<file path="config.mk">
export PLATFORM = sky130hd
export DESIGN_NAME = dssw_core
export DESIGN_NICKNAME = d
export VERILOG_FILES = /design/src/dssw_pkg.sv /design/src/dssw_timer.sv /design/src/dssw_core.sv
export VERILOG_INCLUDE_DIRS = /design/src /design/src/src
export SDC_FILE = /design/constraint.sdc
export NUM_CORES = 1
export LEC_CHECK = 0
export BUFFER_PORTS_ARGS = -buffer_cell sky130_fd_sc_hd__buf_2
export CAP_MARGIN = 15
export CORE_MARGIN = 8
export CORE_UTILIZATION = 40
export DETAILED_ROUTE_END_ITERATION = 8
export MAX_ROUTING_LAYER = met4
export PLACE_DENSITY = 0.63
export REMOVE_ABC_BUFFERS = 1
export SLEW_MARGIN = 20
export SYNTH_ARGS = -nofsm -noshare
export SYNTH_HDL_FRONTEND = slang
export SYNTH_SLANG_ARGS = --single-unit
</file>
<file path="constraint.sdc">
create_clock -name clk_sys -period 6.7 [get_ports clk_sys]
set_input_delay 0 -clock clk_sys [delete_from_list [all_inputs] [get_ports clk_sys]]
set_output_delay 0 -clock clk_sys [all_outputs]
set_load 0.02 [all_outputs]
</file>
<file path="src/dssw_defs.svh">
// constants for the drive state status word block
`ifndef DSSW_DEFS_SVH
`define DSSW_DEFS_SVH
// state word bit positions
`define DSSW_B_RDY      0
`define DSSW_B_SWON     1
`define DSSW_B_OPEN     2
`define DSSW_B_FAULT    3
`define DSSW_B_VOLT     4
`define DSSW_B_QSTOP_N  5
`define DSSW_B_SODIS    6
`define DSSW_B_WARN     7
`define DSSW_B_REMOTE   9
`define DSSW_B_REACHED  10
`define DSSW_B_LIMIT    11
`define DSSW_B_STOPKEY  14
`define DSSW_B_DIR      15
// control word bit positions
`define DSSW_C_SWON     0
`define DSSW_C_ENV      1
`define DSSW_C_QS       2
`define DSSW_C_ENOP     3
`define DSSW_C_FRST     7
// state decode mask
`define DSSW_STATE_MASK 16'h006F
// reset value of the state word
`define DSSW_WORD_RST   16'h0000
// supply timeout, milliseconds, and clock rate
`define DSSW_SUPPLY_TO_MS 1000
`define DSSW_CLK_HZ       20000000
// fault reaction terminal count; the reaction state lasts this many cycles plus one
`define DSSW_REACT_CYC    16'h0010
`endif

</file>
<file path="src/dssw_pkg.sv">
// types of the drive state status word block
package dssw_pkg;
  typedef enum logic [7:0] {
    ST_NOT_READY = 8'h01,
    ST_SO_DIS    = 8'h02,
    ST_READY     = 8'h04,
    ST_SWON      = 8'h08,
    ST_OPEN      = 8'h10,
    ST_QSTOP     = 8'h20,
    ST_REACT     = 8'h40,
    ST_FAULT     = 8'h80
  } dssw_state_t;
  typedef struct packed {
    logic supply_ok;
    logic fault_cause;
    logic warning;
    logic remote;
    logic ref_reached;
    logic ref_limit;
    logic stop_key;
    logic dir_reverse;
    logic mains_ctl_mode;
  } dssw_sense_t;
endpackage

</file>
<file path="src/dssw_timer.sv">
// down counter that pulses once when its load expires
`timescale 1ns/1ps
`include "dssw_defs.svh"
module dssw_timer #(
  parameter int W = 32
) (
  // clock and reset
  input  wire logic         clk_sys,
  input  wire logic         rst,
  // control
  input  wire logic         run,
  input  wire logic [W-1:0] load,
  // result
  output logic              expired
);
  typedef struct packed {
    logic [W-1:0] cnt;
    logic         exp;
  } dssw_tmr_t;
  dssw_tmr_t s_q;
  dssw_tmr_t s_d;
  always_comb begin
    s_d = s_q;
    s_d.exp = 1'b0;
    if (!run) begin
      s_d.cnt = load;
    end else if (s_q.cnt != '0) begin
      s_d.cnt = s_q.cnt - W'(1);
      s_d.exp = (s_q.cnt == W'(1));
    end
  end
  always_ff @(posedge clk_sys) begin
    if (rst) begin
      s_q <= '0;
    end else begin
      s_q <= s_d;
    end
  end
  assign expired = s_q.exp;
endmodule

</file>
<file path="src/dssw_core.sv">
// drive operating state machine and status word encoder
`timescale 1ns/1ps
`include "dssw_defs.svh"
module dssw_core
  import dssw_pkg::*;
#(
  parameter int SUPPLY_TO_MS = `DSSW_SUPPLY_TO_MS
) (
  // clock and reset
  input  wire logic        clk_sys,
  input  wire logic        rst,
  // fieldbus control word and drive sense
  input  wire logic [15:0] control_word,
  input  wire dssw_sense_t sense,
  input  wire logic        init_done,
  // status
  output logic [15:0]      drive_state_word,
  output logic             mains_contactor_close,
  output logic             contactor_error,
  output logic             awaiting_supply_display,
  output logic             motor_power
);
  localparam int SUPPLY_TO_CYC = SUPPLY_TO_MS * (`DSSW_CLK_HZ / 1000);

  typedef struct packed {
    dssw_state_t st;
    logic        frst_prev;
    logic        from_qstop;
    logic        cont_close;
    logic        cont_err;
    logic [15:0] react_cnt;
    logic [15:0] word;
  } dssw_core_s_t;

  dssw_core_s_t s_q;
  dssw_core_s_t s_d;
  logic         to_run;
  logic         to_exp;
  logic         c_env;
  logic         c_qs;
  logic         c_swon;
  logic         c_enop;
  logic         frst_rise;
  logic         shutdown_cmd;
  logic         swon_cmd;
  logic         enop_cmd;
  logic         fault_in;
  logic [15:0]  w;

  // ==========================================
  // supply timeout in switched on
  assign to_run = (s_q.st == ST_SWON) && !sense.supply_ok;
  dssw_timer #(.W(32)) u_timer (
    .clk_sys (clk_sys),
    .rst     (rst),
    .run     (to_run),
    .load    (32'(SUPPLY_TO_CYC)),
    .expired (to_exp)
  );

  // ==========================================
  // command decode
  assign c_swon       = control_word[`DSSW_C_SWON];
  assign c_env        = control_word[`DSSW_C_ENV];
  assign c_qs         = control_word[`DSSW_C_QS];
  assign c_enop       = control_word[`DSSW_C_ENOP];
  assign frst_rise    = control_word[`DSSW_C_FRST] && !s_q.frst_prev;
  assign shutdown_cmd = c_env && c_qs && !c_swon;
  assign swon_cmd     = c_env && c_qs && c_swon && !c_enop;
  assign enop_cmd     = c_env && c_qs && c_swon && c_enop;
  assign fault_in     = sense.fault_cause || to_exp;

  // ==========================================
  // state machine
  always_comb begin
    s_d = s_q;
    s_d.frst_prev = control_word[`DSSW_C_FRST];
    if (to_exp) begin
      s_d.cont_err = 1'b1;
    end
    case (s_q.st)
      ST_NOT_READY: begin
        if (init_done) begin
          s_d.st = ST_SO_DIS;
        end
      end
      ST_SO_DIS: begin
        if (shutdown_cmd) begin
          s_d.st = ST_READY;
        end
      end
      ST_READY: begin
        if (!c_env) begin
          s_d.st = ST_SO_DIS;
        end else if (swon_cmd || enop_cmd) begin
          s_d.st = ST_SWON;
          s_d.cont_close = 1'b1;
        end
      end
      ST_SWON: begin
        if (fault_in) begin
          s_d.st = ST_REACT;
        end else if (!c_env) begin
          s_d.st = ST_SO_DIS;
        end else if (shutdown_cmd) begin
          s_d.st = ST_READY;
        end else if (enop_cmd && sense.supply_ok) begin
          s_d.st = ST_OPEN;
        end
      end
      ST_OPEN: begin
        if (fault_in) begin
          s_d.st = ST_REACT;
        end else if (!c_env) begin
          s_d.st = ST_SO_DIS;
        end else if (!c_qs) begin
          s_d.st = ST_QSTOP;
        end else if (shutdown_cmd) begin
          s_d.st = ST_READY;
        end else if (swon_cmd) begin
          s_d.st = ST_SWON;
        end
      end
      ST_QSTOP: begin
        if (fault_in) begin
          s_d.st = ST_REACT;
          s_d.from_qstop = 1'b1;
        end else if (!c_env) begin
          s_d.st = ST_SO_DIS;
        end
      end
      ST_REACT: begin
        s_d.react_cnt = s_q.react_cnt + 16'h0001;
        if (s_q.react_cnt == `DSSW_REACT_CYC) begin
          s_d.st = ST_FAULT;
          s_d.react_cnt = 16'h0000;
        end
      end
      ST_FAULT: begin
        if (frst_rise && !sense.fault_cause) begin
          s_d.st = ST_SO_DIS;
          s_d.from_qstop = 1'b0;
          s_d.cont_err = to_exp;
        end
      end
      default: begin
        s_d.st = ST_NOT_READY;
      end
    endcase
    // contactor open in the not ready, switch on disabled, ready and fault states
    if (s_d.st == ST_NOT_READY || s_d.st == ST_SO_DIS || s_d.st == ST_READY ||
        s_d.st == ST_FAULT) begin
      s_d.cont_close = 1'b0;
    end

    // ==========================================
    // status word encode
    w = 16'h0000;
    w[`DSSW_B_VOLT]    = sense.supply_ok;
    w[`DSSW_B_WARN]    = sense.warning;
    w[`DSSW_B_REMOTE]  = sense.remote;
    w[`DSSW_B_REACHED] = sense.ref_reached;
    w[`DSSW_B_LIMIT]   = sense.ref_limit;
    w[`DSSW_B_STOPKEY] = sense.stop_key;
    w[`DSSW_B_DIR]     = sense.dir_reverse;
    w[`DSSW_B_QSTOP_N] = 1'b1;
    case (s_d.st)
      ST_SO_DIS: begin
        w[`DSSW_B_SODIS] = 1'b1;
        w[`DSSW_B_QSTOP_N] = 1'b0;
      end
      ST_READY: begin
        w[`DSSW_B_RDY] = 1'b1;
      end
      ST_SWON: begin
        w[`DSSW_B_RDY] = 1'b1;
        w[`DSSW_B_SWON] = 1'b1;
      end
      ST_OPEN: begin
        w[2:0] = 3'h7;
      end
      ST_QSTOP: begin
        w[2:0] = 3'h7;
        w[`DSSW_B_QSTOP_N] = 1'b0;
      end
      ST_REACT: begin
        w[3:0] = 4'hF;
      end
      ST_FAULT: begin
        w[`DSSW_B_FAULT] = 1'b1;
        w[`DSSW_B_QSTOP_N] = s_d.from_qstop;
      end
      default: begin
        w[`DSSW_B_QSTOP_N] = 1'b0;
      end
    endcase
    s_d.word = w;
  end

  always_ff @(posedge clk_sys) begin
    if (rst) begin
      s_q <= '{st: ST_NOT_READY, word: `DSSW_WORD_RST, default: '0};
    end else begin
      s_q <= s_d;
    end
  end

  // ==========================================
  // outputs
  assign drive_state_word        = s_q.word;
  assign mains_contactor_close   = s_q.cont_close && sense.mains_ctl_mode;
  assign contactor_error         = s_q.cont_err;
  assign awaiting_supply_display = (s_q.st == ST_READY) && !sense.supply_ok;
  assign motor_power             = (s_q.st == ST_OPEN) || (s_q.st == ST_QSTOP);
endmodule

</file>
Word-level counts from Yosys, hierarchy flattened
Index checks and enable logic that the tools add are counted.

word-level totals
  logic and storage cells = 99
  input port bits = 28
  register bits = 77
  output and inout port bits = 20

operators by class
  eq/ne operators = 19
  mux-type cells = 33
  reductions and logical operators = 32
  bitwise gates (word level) = 2
  add/sub/neg operators = 2

operator list
  kind                   count
  $mux 8                 17
  $pmux 8 s8             1
  $eq 32x1->1 const B    1
  $reduce_bool 32->1     1
  $sub 32x1->32 const B  1
  $mux 26                1
  $mux 25                1
  $add 16x1->16 const B  1
  $eq 16x5->1 const B    1
  $eq 8x1->1 const B     2
  $eq 8x2->1 const B     2
  $eq 8x3->1 const B     2
  $eq 8x4->1 const B     2
  $eq 8x5->1 const B     2
  $eq 8x6->1 const B     2
  $eq 8x7->1 const B     2
  $eq 8x8->1 const B     2
  $mux 16                1
  $logic_and 1x1->1      11
  $mux 1                 10
  $reduce_or 4->1        2
  $logic_or 1x1->1       6
  $reduce_or 2->1        3
  $reduce_or 3->1        2
  6 further kinds        12

Longest topological paths before layout
  word-level depth = 14
  gate-level depth with buffers = 9
  depth with buffers taken out = 8

Modules after synthesis
A second synthesis with hierarchy kept.

second synthesis, totals
  cells, all modules = 460
  area total of the unflattened synthesis = 3888.7 um^2

modules (own cells, without submodules)
  module      seq. area each (um^2)  area each (um^2)  times used  cells an instance
  dssw_core   820.8                  2107.0            1           250
  dssw_timer  660.6                  1781.7            1           210

Worst setup path before layout
Ideal clock, no wire load.

  kind = reg-to-reg
  from = register u_timer.s_q[18] in the netlist's numbering
  to = register u_timer.s_q[20] in the netlist's numbering
  slack = 4.202 ns
  required time = 6.572 ns
  setup time = 0.128 ns
  data arrival time = 2.370 ns
  cell stages (with the launch flop) = 9
  path through = dfxtp_1 -> or4_4 -> or4_4 -> or4_4 -> buf_6 -> buf_8 -> nand3_1 -> xor2_1 -> nor2_1

between the ends
  cells in the longest elaborated chain, start to end = 1
  elaborated cells between the ends (all ways) = 2
  those cells by class = add/sub (1); reduce/logical (1)

ends and longest elaborated chain
  element                                                     RTL line                            source
  from (decl)                                                 dssw_timer.sv:20                    dssw_tmr_t s_q;
  from (signal assigned)                                      dssw_timer.sv:34                    s_q <= '0;
  from (signal assigned)                                      dssw_timer.sv:36                    s_q <= s_d;
  $sub 32x1->32 / $reduce_bool 32->1 (equally long branches)  dssw_timer.sv:28, dssw_timer.sv:27

Parallel ways exist; a longest one is shown, timed or not.
A chain may end at the register's enable or synchronous reset.

Worst setup path after layout
  from = register s_q[36] in the netlist's numbering
  to = register u_timer.s_q[19] in the netlist's numbering

between the ends
  cells in the longest elaborated chain, start to end = 4

ends and longest elaborated chain
  element                           RTL line          source
  from (decl)                       dssw_core.sv:35   dssw_core_s_t s_q;
  from (signal assigned)            dssw_core.sv:202  s_q <= '{st: ST_NOT_READY, word: `DSSW_WORD_RST, default: '0};
  from (signal assigned)            dssw_core.sv:204  s_q <= s_d;
  $eq 8x4->1                        dssw_core.sv:52   assign to_run = (s_q.st == ST_SWON) && !sense.supply_ok;
  $logic_and 1x1->1                 dssw_core.sv:52
  $not 1->1 (no source line)        --
  $reduce_or 2->1 (no source line)  --

Every way passes these cells.

==> results.cfg <==
[setup_path]
criticalPathCategory = flop to flop
crit_buf_inv = 0
start_kind = flop
crit_slowest_cell = nor2b_1
r2r_end = u_timer.s_q[19]
max_stage_delay_ns = 0.77
critPathMaxFanout = 21
worstPathCellList = nor4_1, and3_1, nor2b_1, nand2b_4, or4_2, nand2_1
required_ns = 7.00
r2r_cells = 6
cp.arrival_ns = 3.57
cp-end-kind = flop
regToRegSetupSlack_ns = 3.43
reg2reg_from = s_q[36]
crit_family = simple AND/OR/NAND/NOR gates

[floorplanning]
row_count = 35
dieArea_mm2 = 0.0125
die_x_um = 112
start_util = 0.405
core-area_mm2 = 0.00911
boundaryPins = 48
die_h_um = 112

[routing]
antenna_left = 0
drc = 0
wirelength_um = 8080
vias_per_cell = 5.42
firstDrtPassIters = 4
vias = 3133
wl_per_cell_um = 14.0
drt_iter0_drc = 142

[clocking]
cts_tree = yes
cts_resized = 0
htreeDepth = 3
cts.clk_slew.worst_paths_ns = 0.08
cts_inserted_buffers = 9
cts_setup_buffers = 0
cts-root-buf = clkbuf_8
cts_sinks = 74
clock_path_buffers = 2
clk_latency_ns = 0.35

[layout]
layout_common_cells = dfxtp_1 (74), nor2_1 (56), buf_2 (33), nand2_1 (30)
layout_commonest_cell = dfxtp_1
syn2layout_area_growth_pct = 11.2
nets = 494
final_area_mm2 = 0.00410
final_layout_size_suffix_gt1_frac = 0.131
diodes = 0
n_fill_cell = 907

[grt]
grt_pass1_wl_um = 13900
met2_usage = 0.223
grt_use_total = 0.139
use_met3 = 0.0303
grtUsageMet1 = 0.160
grt_max_degree = 33
grt_pass1_vias = 3030
grt_antenna_before_repair = 0
grt_overflow = 0
grt.busiest_layer = met2

[power_and_ir_drop]
ir_drop_v = 0.000107
p_leak_nw = 1.68
p_per_area_mw_per_mm2 = 219

[synth]
synth_edf_count = 0
async_flop_share = 0
syn_area_per_cell_um2 = 8.42
synth_area_mm2 = 0.00369
ys_warn_count = 0
ys.flop_type = dfxtp_1
ys_seq_area_frac = 0.402
ys_types = 55
netlist_instances = 438
ys_ff_latch = 74

[sta]
min_period_ns = 3.27
worstMarginPinSlew_ns = 0.944
rsz0062_at_grt = false
worst_clock_skew_ns = 0.00989
finalMaxSlewViolations = 0
final.setup.tns_ns = 0
fmax_ghz = 0.306
slew-limit-headroom = 0.365
fin_crit_sh = 0.488
setup_violations = 0
hold_violations = 0

[status]
status = finished clean

[placement]
io_buffers = 33
place_area_mm2 = 0.00380
routabilityCongestion = 0.890
detailed_place_hpwl_um = 5730

[hold_path]
hold_depth = 3
whs_endpoint = s_q[36]
hold_start = init_done
worstHoldPathType = primary input to flop

[job]
maxCapViolations = 0
## per-layer routing
layer	wire length, um	vias to the layer above
met5	0	-
met1	3780	1490
met2	3780	47
met4	199	0
met3	315	16
li1	-	1580
## where the power goes
part	internal, mW	leakage [nW]	switching [mW]	total, mW
Sequential	0.447	0.602	0.00578	0.453
Clock	0.219	0.109	0.165	0.384
Combinational	0.0247	0.964	0.0369	0.0616
Total	0.691	1.68	0.208	0.899
## cells in the mapped netlist (2+ instances only)
| library cell | number | share of area |
|---|---|---|
| nor3_1 | 9 | 0.012 |
| nor4b_1 | 3 | 0.0071 |
| nor3b_1 | 4 | 0.0081 |
| clkbuf_1 | 8 | 0.0081 |
| nor4_1 | 14 | 0.024 |
| o21a_1 | 2 | 0.0041 |
| and3_1 | 13 | 0.022 |
| or4_1 | 5 | 0.010 |
| ha_1 | 4 | 0.014 |
| a41oi_1 | 3 | 0.0071 |
| nand4_1 | 10 | 0.017 |
| nand4b_1 | 2 | 0.0048 |
| dfxtp_1 | 74 | 0.40 |
| a31oi_1 | 4 | 0.0068 |
| nand2_1 | 30 | 0.031 |
| xor2_1 | 27 | 0.064 |
| buf_6 | 2 | 0.0061 |
| o211ai_1 | 4 | 0.0081 |
| inv_1 | 10 | 0.010 |
| and2_1 | 4 | 0.0068 |
| nand2b_1 | 7 | 0.012 |
| nor2_1 | 56 | 0.057 |
| or2_2 | 3 | 0.0051 |
| a21bo_2 | 2 | 0.0054 |
| or4_4 | 3 | 0.0092 |
| nand3b_1 | 5 | 0.010 |
| o31ai_1 | 3 | 0.0061 |
| buf_4 | 16 | 0.033 |
| and4_1 | 2 | 0.0048 |
| a21oi_1 | 17 | 0.023 |
| a211oi_1 | 3 | 0.0061 |
| nor2b_1 | 17 | 0.029 |
| or3_1 | 5 | 0.0085 |
| nand3_1 | 27 | 0.037 |
| xnor2_1 | 9 | 0.021 |
| and4b_1 | 2 | 0.0054 |
| o21ai_0 | 11 | 0.015 |
## final cells by class
class | count | area, um2 | share of cell area
sequential | 74 | 1480 | 0.361
timing repair buffer | 41 | 245 | 0.0598
inverter | 10 | 37.5 | 0.00916
multi-input combinational | 326 | 1980 | 0.482
clock inverter | 5 | 77.6 | 0.0189
clock buffer | 11 | 141 | 0.0345
tap | 111 | 139 | 0.0339
## sequential cells by signal, indices dropped and copies added, names as in the netlist
signal and flops:
u_timer.s_q 32, s_q 27, drive_state_word 13, contactor_error 1
u_timer.expired 1
## tightest hold or removal path, cell delays in order
cell	delay [ns]
buf_2	0.10
or2_2	0.11
nand2_1	0.09
## through the flow
stage,utilization,hold slack [ns],cells,worst slack (ns),power [mW]
2_1_floorplan,-,0.0691,410,4.13,0.499
5_1_grt,0.450,0.0132,578,3.10,0.933
3_3_place_gp,0.417,0.208,554,3.45,0.521
4_1_cts,0.450,0.00227,578,3.44,0.907
6_report,0.450,0.00838,578,3.43,0.899
3_5_place_dp,0.417,0.216,554,3.48,0.521
## cells by family (layout without fill, tap and decap cells)
| family | Yosys count | after routing | share of synthesized area |
|---|---|---|---|
| DFF | 74 | 74 | 0.402 |
| AOI/OAI and AO/OA | 59 | 59 | 0.104 |
| xor gates and xnor gates | 36 | 36 | 0.0855 |
| other | 1 | 3 | 0.00102 |
| adders and majority gates | 4 | 4 | 0.0136 |
| buffers and inverters | 40 | 67 | 0.0648 |
| and+or+nand+nor | 224 | 224 | 0.330 |
## worst max path at each step
stage / endpoint / slack (ns) / startpoint / cells after the start
4_1_cts: u_timer.s_q[19] / 3.44 / s_q[36] / 6
3_3_place_gp: u_timer.s_q[19] / 3.45 / s_q[36] / 6
5_1_grt: u_timer.s_q[19] / 3.10 / s_q[36] / 6
6_report: u_timer.s_q[19] / 3.43 / s_q[36] / 6
2_1_floorplan: u_timer.s_q[19] / 4.13 / s_q[36] / 6
3_5_place_dp: u_timer.s_q[19] / 3.48 / s_q[36] / 6
## what timing repair did
item	CTS	global route
hold buffers	8	0
setup endpoints to repair	0	0
hold endpoints to repair	8	0
Power figures use the tool's default switching activity.
